$ cat src/rtl/irqf_pkg.sv
// constants, register map and types of the interrupt request flag logic
// assumes a 32-bit AXI4-Lite register bus and one 125 MHz clock
package irqf_pkg;
  localparam int NUM_SRC = 29;
  localparam int PAD_W = 32 - NUM_SRC;
  localparam int IDX_W = 5;
  localparam int ADDR_W = 8;

  localparam logic [ADDR_W-1:0] OFS_REQ = 8'h00;
  localparam logic [ADDR_W-1:0] OFS_MASK = 8'h04;
  localparam logic [ADDR_W-1:0] OFS_PRIO = 8'h08;
  localparam logic [ADDR_W-1:0] OFS_CTRL = 8'h0c;
  localparam logic [ADDR_W-1:0] OFS_REQ_SET = 8'h10;
  localparam logic [ADDR_W-1:0] OFS_REQ_CLR = 8'h14;
  localparam logic [ADDR_W-1:0] OFS_STATUS = 8'h18;

  localparam logic [NUM_SRC-1:0] REQ_RST = 29'h0000_0000;
  localparam logic [NUM_SRC-1:0] MASK_RST = 29'h1fff_ffff;
  localparam logic [NUM_SRC-1:0] PRIO_RST = 29'h1fff_ffff;
  localparam logic CTRL_IE_RST = 1'b0;
  localparam logic CTRL_NMI_SEL_RST = 1'b0;
  localparam logic CTRL_INTERVAL_RST = 1'b0;
  localparam logic ISP_RST = 1'b1;

  localparam int CTRL_IE_BIT = 0;
  localparam int CTRL_NMI_SEL_BIT = 1;
  localparam int CTRL_INTERVAL_BIT = 2;
  localparam int STAT_SERV_BIT = 0;
  localparam int STAT_ISP_BIT = 1;
  localparam int STAT_NMI_SERV_BIT = 2;
  localparam int STAT_PEND_BIT = 3;
  localparam int STAT_IDX_LSB = 8;

  localparam int WDT_POS = 0;
  localparam int TM2_POS = 20;
  localparam int RTO_POS = 23;
  localparam int SMP0_POS = 24;

  localparam logic [15:0] VEC_BASE = 16'h0004;
  localparam logic [15:0] NMI_VEC = 16'h0004;
  localparam logic [15:0] TM2_VEC = 16'h002c;
  localparam logic [15:0] RTO_VEC = 16'h0032;
  localparam logic [15:0] SMP0_VEC = 16'h0034;
  localparam logic [15:0] SMP4_VEC = 16'h003c;
  localparam logic [15:0] BRK_VEC = 16'h003e;

  localparam logic [1:0] RESP_OKAY = 2'b00;
  localparam logic [1:0] RESP_SLVERR = 2'b10;

  typedef enum logic [1:0] {IRQF_NONE, IRQF_NMI, IRQF_BRK, IRQF_MASKABLE} irqf_kind_e;
endpackage

$ cat src/rtl/irqf_first_set.sv
// lowest-index set bit finder for the default order
// assumes nothing; purely combinational
`timescale 1ns/100ps
module irqf_first_set
  import irqf_pkg::*;
#(
  parameter int W = NUM_SRC
)
(
  input wire logic [W-1:0] req,
  output logic found,
  output logic [IDX_W-1:0] idx
);
  always_comb
  begin
    found = 1'b0;
    idx = '0;
    for (int i = W - 1; i >= 0; i--)
    begin
      if (req[i])
      begin
        found = 1'b1;
        idx = IDX_W'(i);
      end
    end
  end
endmodule

$ cat src/rtl/irqf_axil_slave.sv
// AXI4-Lite slave front end: one write and one read at a time
// assumes the register file answers rd_data/rd_ok/wr_ok combinationally
`timescale 1ns/100ps
module irqf_axil_slave
  import irqf_pkg::*;
(
  input wire logic aclk,
  input wire logic aresetn,
  input wire logic [ADDR_W-1:0] s_axi_awaddr,
  input wire logic s_axi_awvalid,
  output logic s_axi_awready,
  input wire logic [31:0] s_axi_wdata,
  input wire logic [3:0] s_axi_wstrb,
  input wire logic s_axi_wvalid,
  output logic s_axi_wready,
  output logic [1:0] s_axi_bresp,
  output logic s_axi_bvalid,
  input wire logic s_axi_bready,
  input wire logic [ADDR_W-1:0] s_axi_araddr,
  input wire logic s_axi_arvalid,
  output logic s_axi_arready,
  output logic [31:0] s_axi_rdata,
  output logic [1:0] s_axi_rresp,
  output logic s_axi_rvalid,
  input wire logic s_axi_rready,
  output logic wr_pulse,
  output logic [ADDR_W-1:0] wr_addr,
  output logic [31:0] wr_data,
  output logic [3:0] wr_strb,
  input wire logic wr_ok,
  output logic [ADDR_W-1:0] rd_addr,
  input wire logic [31:0] rd_data,
  input wire logic rd_ok
);
  logic aw_have_r;
  logic w_have_r;
  logic aw_take;
  logic w_take;
  logic ar_take;
  logic aw_have_nxt;
  logic w_have_nxt;

  assign aw_take = s_axi_awvalid & s_axi_awready;
  assign w_take = s_axi_wvalid & s_axi_wready;
  assign ar_take = s_axi_arvalid & s_axi_arready;
  assign wr_pulse = aw_have_r & w_have_r & ~s_axi_bvalid;
  assign aw_have_nxt = (aw_have_r & ~wr_pulse) | aw_take;
  assign w_have_nxt = (w_have_r & ~wr_pulse) | w_take;
  assign rd_addr = {s_axi_araddr[ADDR_W-1:2], 2'b00};

  // write address and data are latched independently
  always_ff @(posedge aclk)
  begin
    if (!aresetn)
    begin
      aw_have_r <= 1'b0;
      w_have_r <= 1'b0;
      s_axi_awready <= 1'b0;
      s_axi_wready <= 1'b0;
      wr_addr <= '0;
      wr_data <= '0;
      wr_strb <= '0;
    end
    else
    begin
      aw_have_r <= aw_have_nxt;
      w_have_r <= w_have_nxt;
      s_axi_awready <= ~aw_have_nxt;
      s_axi_wready <= ~w_have_nxt;
      if (aw_take)
        wr_addr <= {s_axi_awaddr[ADDR_W-1:2], 2'b00};
      if (w_take)
      begin
        wr_data <= s_axi_wdata;
        wr_strb <= s_axi_wstrb;
      end
    end
  end

  // write response once both halves have been used
  always_ff @(posedge aclk)
  begin
    if (!aresetn)
    begin
      s_axi_bvalid <= 1'b0;
      s_axi_bresp <= RESP_OKAY;
    end
    else if (wr_pulse)
    begin
      s_axi_bvalid <= 1'b1;
      s_axi_bresp <= wr_ok ? RESP_OKAY : RESP_SLVERR;
    end
    else if (s_axi_bready)
      s_axi_bvalid <= 1'b0;
  end

  // read path: data captured when the address is taken
  always_ff @(posedge aclk)
  begin
    if (!aresetn)
    begin
      s_axi_arready <= 1'b0;
      s_axi_rvalid <= 1'b0;
      s_axi_rdata <= '0;
      s_axi_rresp <= RESP_OKAY;
    end
    else
    begin
      s_axi_arready <= ~(ar_take | (s_axi_rvalid & ~s_axi_rready));
      if (ar_take)
      begin
        s_axi_rvalid <= 1'b1;
        s_axi_rdata <= rd_data;
        s_axi_rresp <= rd_ok ? RESP_OKAY : RESP_SLVERR;
      end
      else if (s_axi_rready)
        s_axi_rvalid <= 1'b0;
    end
  end
endmodule

$ cat src/rtl/irqf_top.sv
// request flags, masks, priorities and vectoring toward the cpu core
// assumes single-cycle source pulses, cpu ack/done pulses, AXI4-Lite master
// Notes on behaviour
// (RL1) fixed default order, position 0 highest
// (RL2) timer2, sampling a/b vectors 002c-0030
// (RL3) real-time reload request vectors to 0032
// (RL4) five sampling inputs vector 0034 to 003c
// (RL5) software break unmasked, vectors to 003e
// (RL6) watchdog either non-maskable or maskable, one
// (RL7) flags set by source or software write
// (RL8) acknowledge clears served flag before service
// (RL9) all request bytes reset to zero
// (RL10) request bytes take bit and byte access
// (RL11) byte pairs form two 16-bit request words
// (RL12) one request, mask, priority bit per source
// (RL13) watchdog flag accessible only in interval mode
// (RL14) software clears watchdog flag in mode 1
// (RL15) software clears flags after standby release
// (RL16) mask one disables; masks reset all ones
// (RL17) serve only set, unmasked, enabled; nesting waits
// (RL18) high priority level first, then default order
//
// Design decisions made here: the AXI4-Lite slave port and the register offsets.
`timescale 1ns/100ps
module irqf_top
  import irqf_pkg::*;
(
  input wire logic aclk,
  input wire logic aresetn,
  input wire logic [ADDR_W-1:0] s_axi_awaddr,
  input wire logic s_axi_awvalid,
  output logic s_axi_awready,
  input wire logic [31:0] s_axi_wdata,
  input wire logic [3:0] s_axi_wstrb,
  input wire logic s_axi_wvalid,
  output logic s_axi_wready,
  output logic [1:0] s_axi_bresp,
  output logic s_axi_bvalid,
  input wire logic s_axi_bready,
  input wire logic [ADDR_W-1:0] s_axi_araddr,
  input wire logic s_axi_arvalid,
  output logic s_axi_arready,
  output logic [31:0] s_axi_rdata,
  output logic [1:0] s_axi_rresp,
  output logic s_axi_rvalid,
  input wire logic s_axi_rready,
  input wire logic watchdog_irq,
  input wire logic [18:0] peripheral_irq,
  input wire logic general_timer2_match_irq,
  input wire logic sampling_timer_a_irq,
  input wire logic sampling_timer_b_irq,
  input wire logic realtime_output_reload_irq,
  input wire logic [4:0] sampling_input_irq,
  input wire logic software_break,
  input wire logic irq_ack,
  input wire logic service_done,
  output logic irq_req_r,
  output logic [15:0] irq_vector_r
);
  logic [NUM_SRC-1:0] flags_r;
  logic [NUM_SRC-1:0] flags_nxt;
  logic [NUM_SRC-1:0] mask_r;
  logic [NUM_SRC-1:0] prio_r;
  logic ie_r;
  logic nmi_sel_r;
  logic interval_r;
  logic isp_r;
  logic in_service_r;
  logic nmi_pend_r;
  logic nmi_serv_r;
  logic brk_pend_r;
  irqf_kind_e kind_r;
  logic [IDX_W-1:0] sel_idx_r;
  logic wr_pulse;
  logic [ADDR_W-1:0] wr_addr;
  logic [31:0] wr_data;
  logic [3:0] wr_strb;
  logic wr_ok;
  logic [ADDR_W-1:0] rd_addr;
  logic [31:0] rd_data;
  logic rd_ok;
  logic [NUM_SRC-1:0] src_ev;
  logic [NUM_SRC-1:0] elig;
  logic [NUM_SRC-1:0] hi_c;
  logic [NUM_SRC-1:0] lo_c;
  logic hi_found;
  logic lo_found;
  logic [IDX_W-1:0] hi_idx;
  logic [IDX_W-1:0] lo_idx;
  logic [IDX_W-1:0] pick_idx;
  logic ack_take;
  logic ack_mask;
  logic ack_nmi;
  logic ack_brk;
  logic [31:0] req_word;

  function automatic logic [31:0] lane_merge(input logic [31:0] old, input logic [31:0] data,
                                             input logic [3:0] strb);
    logic [31:0] res;
    res = old;
    for (int b = 0; b < 4; b++)
      if (strb[b])
        res[8*b +: 8] = data[8*b +: 8];
    return res;
  endfunction

  irqf_axil_slave u_bus (
    .aclk(aclk),
    .aresetn(aresetn),
    .s_axi_awaddr(s_axi_awaddr),
    .s_axi_awvalid(s_axi_awvalid),
    .s_axi_awready(s_axi_awready),
    .s_axi_wdata(s_axi_wdata),
    .s_axi_wstrb(s_axi_wstrb),
    .s_axi_wvalid(s_axi_wvalid),
    .s_axi_wready(s_axi_wready),
    .s_axi_bresp(s_axi_bresp),
    .s_axi_bvalid(s_axi_bvalid),
    .s_axi_bready(s_axi_bready),
    .s_axi_araddr(s_axi_araddr),
    .s_axi_arvalid(s_axi_arvalid),
    .s_axi_arready(s_axi_arready),
    .s_axi_rdata(s_axi_rdata),
    .s_axi_rresp(s_axi_rresp),
    .s_axi_rvalid(s_axi_rvalid),
    .s_axi_rready(s_axi_rready),
    .wr_pulse(wr_pulse),
    .wr_addr(wr_addr),
    .wr_data(wr_data),
    .wr_strb(wr_strb),
    .wr_ok(wr_ok),
    .rd_addr(rd_addr),
    .rd_data(rd_data),
    .rd_ok(rd_ok)
  );

  // source positions, watchdog only when maskable type selected
  assign src_ev = {sampling_input_irq, realtime_output_reload_irq, sampling_timer_b_irq,
                   sampling_timer_a_irq, general_timer2_match_irq, peripheral_irq,
                   watchdog_irq & ~nmi_sel_r}; // RL12 RL6 RL3 RL4
  assign ack_take = irq_ack & irq_req_r;
  assign ack_mask = ack_take & (kind_r == IRQF_MASKABLE);
  assign ack_nmi = ack_take & (kind_r == IRQF_NMI);
  assign ack_brk = ack_take & (kind_r == IRQF_BRK);
  assign wr_ok = (wr_addr == OFS_REQ) | (wr_addr == OFS_MASK) | (wr_addr == OFS_PRIO) |
                 (wr_addr == OFS_CTRL) | (wr_addr == OFS_REQ_SET) | (wr_addr == OFS_REQ_CLR);
  assign req_word = lane_merge({{PAD_W{1'b0}}, flags_r}, wr_data, wr_strb); // RL10 RL11

  // flag update: software, then ack clear, then source sets win
  always_comb
  begin
    flags_nxt = flags_r;
    if (wr_pulse && wr_addr == OFS_REQ)
      flags_nxt = req_word[NUM_SRC-1:0]; // RL7 RL11
    if (wr_pulse && wr_addr == OFS_REQ_SET)
      flags_nxt = flags_nxt | wr_data[NUM_SRC-1:0]; // RL10
    if (wr_pulse && wr_addr == OFS_REQ_CLR)
      flags_nxt = flags_nxt & ~wr_data[NUM_SRC-1:0]; // RL10
    if (!interval_r)
      flags_nxt[WDT_POS] = flags_r[WDT_POS]; // RL13
    if (ack_mask)
      flags_nxt[sel_idx_r] = 1'b0; // RL8
    flags_nxt = flags_nxt | src_ev; // RL7
  end

  always_ff @(posedge aclk)
  begin
    if (!aresetn)
      flags_r <= REQ_RST; // RL9
    else
      flags_r <= flags_nxt;
  end

  // mask and priority bytes, unimplemented bits stay one
  always_ff @(posedge aclk)
  begin
    if (!aresetn)
    begin
      mask_r <= MASK_RST; // RL16
      prio_r <= PRIO_RST;
    end
    else if (wr_pulse && wr_addr == OFS_MASK)
      mask_r <= NUM_SRC'(lane_merge({{PAD_W{1'b1}}, mask_r}, wr_data, wr_strb));
    else if (wr_pulse && wr_addr == OFS_PRIO)
      prio_r <= NUM_SRC'(lane_merge({{PAD_W{1'b1}}, prio_r}, wr_data, wr_strb));
  end

  // control bits; enable drops on an acknowledge unless a control write lands in the same cycle
  always_ff @(posedge aclk)
  begin
    if (!aresetn)
    begin
      ie_r <= CTRL_IE_RST;
      nmi_sel_r <= CTRL_NMI_SEL_RST;
      interval_r <= CTRL_INTERVAL_RST;
    end
    else if (wr_pulse && wr_addr == OFS_CTRL && wr_strb[0])
    begin
      ie_r <= wr_data[CTRL_IE_BIT];
      nmi_sel_r <= wr_data[CTRL_NMI_SEL_BIT]; // RL6
      interval_r <= wr_data[CTRL_INTERVAL_BIT];
    end
    else if (ack_take)
      ie_r <= 1'b0;
  end

  // service state and pending non-maskable and break requests
  always_ff @(posedge aclk)
  begin
    if (!aresetn)
    begin
      isp_r <= ISP_RST;
      in_service_r <= 1'b0;
      nmi_pend_r <= 1'b0;
      nmi_serv_r <= 1'b0;
      brk_pend_r <= 1'b0;
    end
    else
    begin
      nmi_pend_r <= (nmi_pend_r & ~ack_nmi) | (watchdog_irq & nmi_sel_r); // RL6
      brk_pend_r <= (brk_pend_r & ~ack_brk) | software_break; // RL5
      if (ack_take)
      begin
        in_service_r <= 1'b1;
        isp_r <= ack_mask ? prio_r[sel_idx_r] : 1'b0; // RL17
        if (ack_nmi)
          nmi_serv_r <= 1'b1;
      end
      else if (service_done)
      begin
        if (nmi_serv_r)
          nmi_serv_r <= 1'b0;
        else
        begin
          isp_r <= 1'b1;
          in_service_r <= 1'b0;
        end
      end
    end
  end

  // candidates: high level first, low level waits behind high service
  assign elig = flags_r & ~mask_r & {NUM_SRC{ie_r}}; // RL17 RL16
  assign hi_c = elig & ~prio_r; // RL18
  assign lo_c = elig & prio_r & {NUM_SRC{isp_r}}; // RL17

  irqf_first_set #(.W(NUM_SRC)) u_hi (
    .req(hi_c),
    .found(hi_found),
    .idx(hi_idx)
  );

  irqf_first_set #(.W(NUM_SRC)) u_lo (
    .req(lo_c),
    .found(lo_found),
    .idx(lo_idx)
  );

  assign pick_idx = hi_found ? hi_idx : lo_idx; // RL18 RL1

  // request and vector toward the cpu, withdrawn in the ack cycle
  always_ff @(posedge aclk)
  begin
    if (!aresetn)
    begin
      irq_req_r <= 1'b0;
      irq_vector_r <= '0;
      kind_r <= IRQF_NONE;
      sel_idx_r <= '0;
    end
    else if (ack_take)
    begin
      irq_req_r <= 1'b0;
      kind_r <= IRQF_NONE;
    end
    else if (nmi_pend_r && !nmi_serv_r)
    begin
      irq_req_r <= 1'b1;
      irq_vector_r <= NMI_VEC;
      kind_r <= IRQF_NMI;
    end
    else if (brk_pend_r)
    begin
      irq_req_r <= 1'b1;
      irq_vector_r <= BRK_VEC; // RL5
      kind_r <= IRQF_BRK;
    end
    else if (hi_found || lo_found)
    begin
      irq_req_r <= 1'b1;
      irq_vector_r <= VEC_BASE + {10'h000, pick_idx, 1'b0}; // RL2 RL3 RL4
      kind_r <= IRQF_MASKABLE;
      sel_idx_r <= pick_idx;
    end
    else
    begin
      irq_req_r <= 1'b0;
      kind_r <= IRQF_NONE;
    end
  end

  // register read mux
  always_comb
  begin
    rd_data = '0;
    rd_ok = 1'b1;
    case (rd_addr)
      OFS_REQ: rd_data = {{PAD_W{1'b0}}, flags_r[NUM_SRC-1:1],
                          flags_r[WDT_POS] & interval_r}; // RL13
      OFS_MASK: rd_data = {{PAD_W{1'b1}}, mask_r};
      OFS_PRIO: rd_data = {{PAD_W{1'b1}}, prio_r};
      OFS_CTRL: rd_data = {29'h0000_0000, interval_r, nmi_sel_r, ie_r};
      OFS_REQ_SET: rd_data = '0;
      OFS_REQ_CLR: rd_data = '0;
      OFS_STATUS:
      begin
        rd_data[STAT_SERV_BIT] = in_service_r;
        rd_data[STAT_ISP_BIT] = isp_r;
        rd_data[STAT_NMI_SERV_BIT] = nmi_serv_r;
        rd_data[STAT_PEND_BIT] = irq_req_r;
        rd_data[STAT_IDX_LSB +: IDX_W] = sel_idx_r;
      end
      default: rd_ok = 1'b0;
    endcase
  end

  // checks
  logic [NUM_SRC-1:0] hi_q_r;
  logic [NUM_SRC-1:0] lo_q_r;
  logic [NUM_SRC-1:0] elig_q;
  logic [NUM_SRC-1:0] below_sel;
  always_ff @(posedge aclk)
  begin
    hi_q_r <= hi_c;
    lo_q_r <= lo_c;
  end
  assign elig_q = hi_q_r | lo_q_r;
  assign below_sel = (29'h0000_0001 << sel_idx_r) - 29'h0000_0001;
endmodule

$ cat config.mk
export PLATFORM = sky130hd
export DESIGN_NAME = irqf_top
export DESIGN_NICKNAME = d
export VERILOG_FILES = /design/src/rtl/irqf_pkg.sv /design/src/rtl/irqf_first_set.sv /design/src/rtl/irqf_axil_slave.sv /design/src/rtl/irqf_top.sv
export SDC_FILE = /design/constraint.sdc
export NUM_CORES = 1
export LEC_CHECK = 0
export ABC_AREA = 1
export BUFFER_PORTS_ARGS = -buffer_cell sky130_fd_sc_hd__buf_4
export CORE_MARGIN = 2
export CORE_UTILIZATION = 60
export CTS_BUF_LIST = sky130_fd_sc_hd__clkbuf_8
export DETAILED_ROUTE_END_ITERATION = 16
export GPL_TIMING_DRIVEN = 0
export MAX_ROUTING_LAYER = met4
export PLACE_DENSITY = 0.84
export REMOVE_ABC_BUFFERS = 1
export SLEW_MARGIN = 20
export SYNTH_ARGS = -nofsm -noshare
export SYNTH_HDL_FRONTEND = slang
export SYNTH_SLANG_ARGS = --single-unit
$ cat constraint.sdc
create_clock -name aclk -period 4.4 [get_ports aclk]
set_clock_uncertainty 0.05 [all_clocks]
set_input_delay 0.22 -clock aclk [delete_from_list [all_inputs] [get_ports aclk]]
set_output_delay 0.22 -clock aclk [all_outputs]
set_load 0.02 [all_outputs]
==> reports/qor.yml <==
run_status:
  outcome: "complete, no violations"
routing:
  drc: 0
  num_vias: 10010
  first_pass_iters: 8
  wl_per_cell_microns: 16.39
  drtAntennaViolNets: 0
  via_per_inst: 5.710
  routed_wl_microns: 28740
  first_iter_violations: 952
sta:
  tightest_slew_ps: 1042
  holdWs_ps: 1.298
  final_hold_viol_count: 0
  period_share: 0.7372
  clock.fmax_ghz: 0.3083
  rsz0062_at_grt: "no"
  period_minus_slack_ps: 3244
  drv_slew: 0
  setup-violations-final: 0
  setup_tns_ps: 0
  slew_headroom: 0.3026
critical_path:
  cp.required_ps: 4710
  crit_end: "irq_vector_r[4]$_SDFFE_PN0P_"
  r2r_cells: 13
  cp.arrival_ps: 3560
  crit_family: "compound AO/OA/AOI/OAI gates"
  crit_path_end_kind: "register"
  crit_fanout: 21
  path_depth: 13
  r2r_start: "isp_r$_SDFFE_PN1P_"
  critPathSlowestCell: "dfxtp_1"
  path_class: "reg -> reg"
  rrSetupSlack_ps: 1160
  path_buf_inv: 1
  critical_path.max_stage_delay_ps: 660
  path_common_cell: "a21oi_1"
  path_cells: "inv_1 > nor3_1 > nor2_1 > a21oi_1 > o21ai_1 > nand2_1 > nand2_1 > a21oi_1 > o31ai_4 > ha_1 > xnor2_1 > o21ai_0 > a21oi_1"
  timing.rr.end: "irq_vector_r[4]$_SDFFE_PN0P_"
  cp-startpoint: "isp_r$_SDFFE_PN1P_"
  cp-start-kind: "register"
clock_network:
  cts_root_buf: "clkbuf_8"
  cts_buffer_depth: 2
  cts_tree: "yes"
  clock_latency_ps: 490
  clkSinkCount: 187
  htree_levels: 4
  cts-resized-gates: 0
  cts-buffers-inserted: 17
  clkSlewWorstSetupHoldPaths_ps: 90
finish:
  final_common_cell: "inv_1"
  diodes: 0
  post-route-cell-area_sq_um: 11480
  synthToLayoutAreaGrowth_pct: 21.66
  fin_cells: 1753
  layout_common_cells: "253 x inv_1, 219 x nand2_1, 187 x dfxtp_1"
  final_util: 0.7522
  nNetsFinal: 1621
  drive_above_1_share: 0.1271
die:
  die_w_microns: 129.4
  io_pins: 149
  floorplan.initialDensity: 0.6183
  core_sq_um: 15260
  rows: 45
  fp.dieH_microns: 129.4
  die-area_sq_um: 16740
placement:
  place_inst: 1655
  port_buffers: 129
  place_area_sq_um: 10430
  dp_hpwl_microns: 18590
  gp_congestion: 0.9817
logic_synthesis:
  ys_ff_latch: 187
  synth-simple-area-share: 0.1972
  yosysTopAreaCell: "dfxtp_1"
  synthFlopType: "dfxtp_1"
  synth_top_family_by_area: "compound AO/OA/AOI/OAI gates"
  synth_area_sq_um: 9434
  synth_seq_area_share: 0.3968
  avgSynthCellArea_sq_um: 6.881
  synth_xor_area_frac: 0.0009284
  yosysWarnings: 0
  ys_types: 48
  synthCells: 1371
  async_reset_ff_frac: 0
  synth_fa_ha_area_frac: 0.001326
  synth_compound_area_frac: 0.2631
  synth_area_leaders: "dfxtp_1 40%, inv_1 10%, nand2_1 8.8%"
  synth_edf_count: 0
  synth_top_area_share: 0.3968
  synthMuxAreaShare: 0
global_routing:
  grt_pass1_vias: 9283
  grt_use_met3: 0.06730
  busiest_layer: "met2"
  grt_max_degree: 85
  overflow: 0
  grtUsageMet1: 0.4469
  gr-usage-all-layers: 0.3554
  antenna_found_initial: 0
  grt_first_pass_wirelength_microns: 45470
  grtUsageMet2: 0.5625
run:
  cap_violations: 0
pwr:
  power_density_nw_per_um2: 295.3
  p_leak_nw: 5.232
  irDropWorstVdd_mv: 0.2858
worst_hold_path:
  hp-class: "in -> reg"
## cell type report
class,instances,area [sq um]
inverters,264,996.0
clock buffers,20,275.3
repair buffers,196,1657
fillers,1229,3781
flip-flops and latches,187,3744
multi-input cells,863,4432
clock inverters,12,110.1
well taps,211,264.0
## routing by layer
metal	vias to the layer above	share of wire
met1	4590	0.42
met2	492	0.46
met3	80	0.087
met4	0	0.034
met5	-	0
li1	4848	-
## Yosys cell counts, types with 2 or more instances
library cell and number:
a31oi_1 5, nor2_1 109, a211oi_1 3, nor2_2 4, a32o_1 2, inv_1 255, nor3_1 48, buf_2 2
o221ai_1 41, buf_1 2, a2111oi_0 2, a22oi_1 6, o21ai_0 109, inv_2 6, nand2_1 222, clkbuf_1 47
clkinv_1 2, a221oi_1 2, nand3_1 33, o211ai_1 42, o22ai_1 41, nor3_2 8, buf_6 2, a21oi_1 148
nand4_1 4, buf_4 15, o21ai_1 4, dfxtp_1 187
## tightest hold or removal path, delay by kind of cell
kind	cells	cell delay, ps
buffers and inverters	1	70
AO/OA/AOI/OAI	2	210
## through the flow
| step | total power [mW] | worst slack (ps) |
|---|---|---|
| finish | 3.389 | 1156 |
| global route | 3.493 | 803.2 |
| CTS | 3.369 | 1228 |
| detailed placement | 2.216 | 1260 |
| global placement | 2.206 | 892.4 |
| floorplan | 2.050 | 1857 |
## power breakdown
group / switching [mW] / internal, mW
combinational: 0.259 / 0.186
sequential: 0.0378 / 1.76
clock: 0.652 / 0.499
## kinds of logic after synthesis
logic type | after synthesis
other | 1
buffers and inverters | 332
xor gates and xnor gates | 1
DFF | 187
and+or+nand+nor | 436
adders and majority gates | 1
AOI/OAI and AO/OA | 413
## worst min-delay path by stage
stage | startpoint | endpoint | slack (ps) | cells past startpoint
final | s_axi_wdata[11] | u_bus.wr_data[11]$_SDFFE_PN0P_ | 1 | 3
after global routing | s_axi_wdata[23] | u_bus.wr_data[23]$_SDFFE_PN0P_ | 20 | 3
after CTS | s_axi_wdata[23] | u_bus.wr_data[23]$_SDFFE_PN0P_ | 1 | 3
after detailed placement | nmi_serv_r$_SDFFE_PN0P_ | nmi_serv_r$_SDFFE_PN0P_ | 400 | 2
after global placement | nmi_serv_r$_SDFFE_PN0P_ | nmi_serv_r$_SDFFE_PN0P_ | 400 | 2
after floorplan | aresetn | mask_r[26]$_SDFFE_PN1P_ | 250 | 1
## flip-flops by register name, summed over array words and instances, names as in the netlist, 2 cells and up
| signal | flops |
|---|---|
| kind_r | 2 |
| sel_idx_r | 5 |
| u_bus.wr_strb | 4 |
| mask_r | 29 |
| irq_vector_r | 6 |
| flags_r | 29 |
| u_bus.wr_addr | 6 |
| u_bus.s_axi_rdata | 30 |
| u_bus.wr_data | 29 |
| prio_r | 29 |
## timing repair
item	4_1_cts	5_1_grt
hold endpoints to repair	67	0
hold buffers	66	0
setup buffers	0	0
No activity file was read; power rests on OpenSTA's default activity.
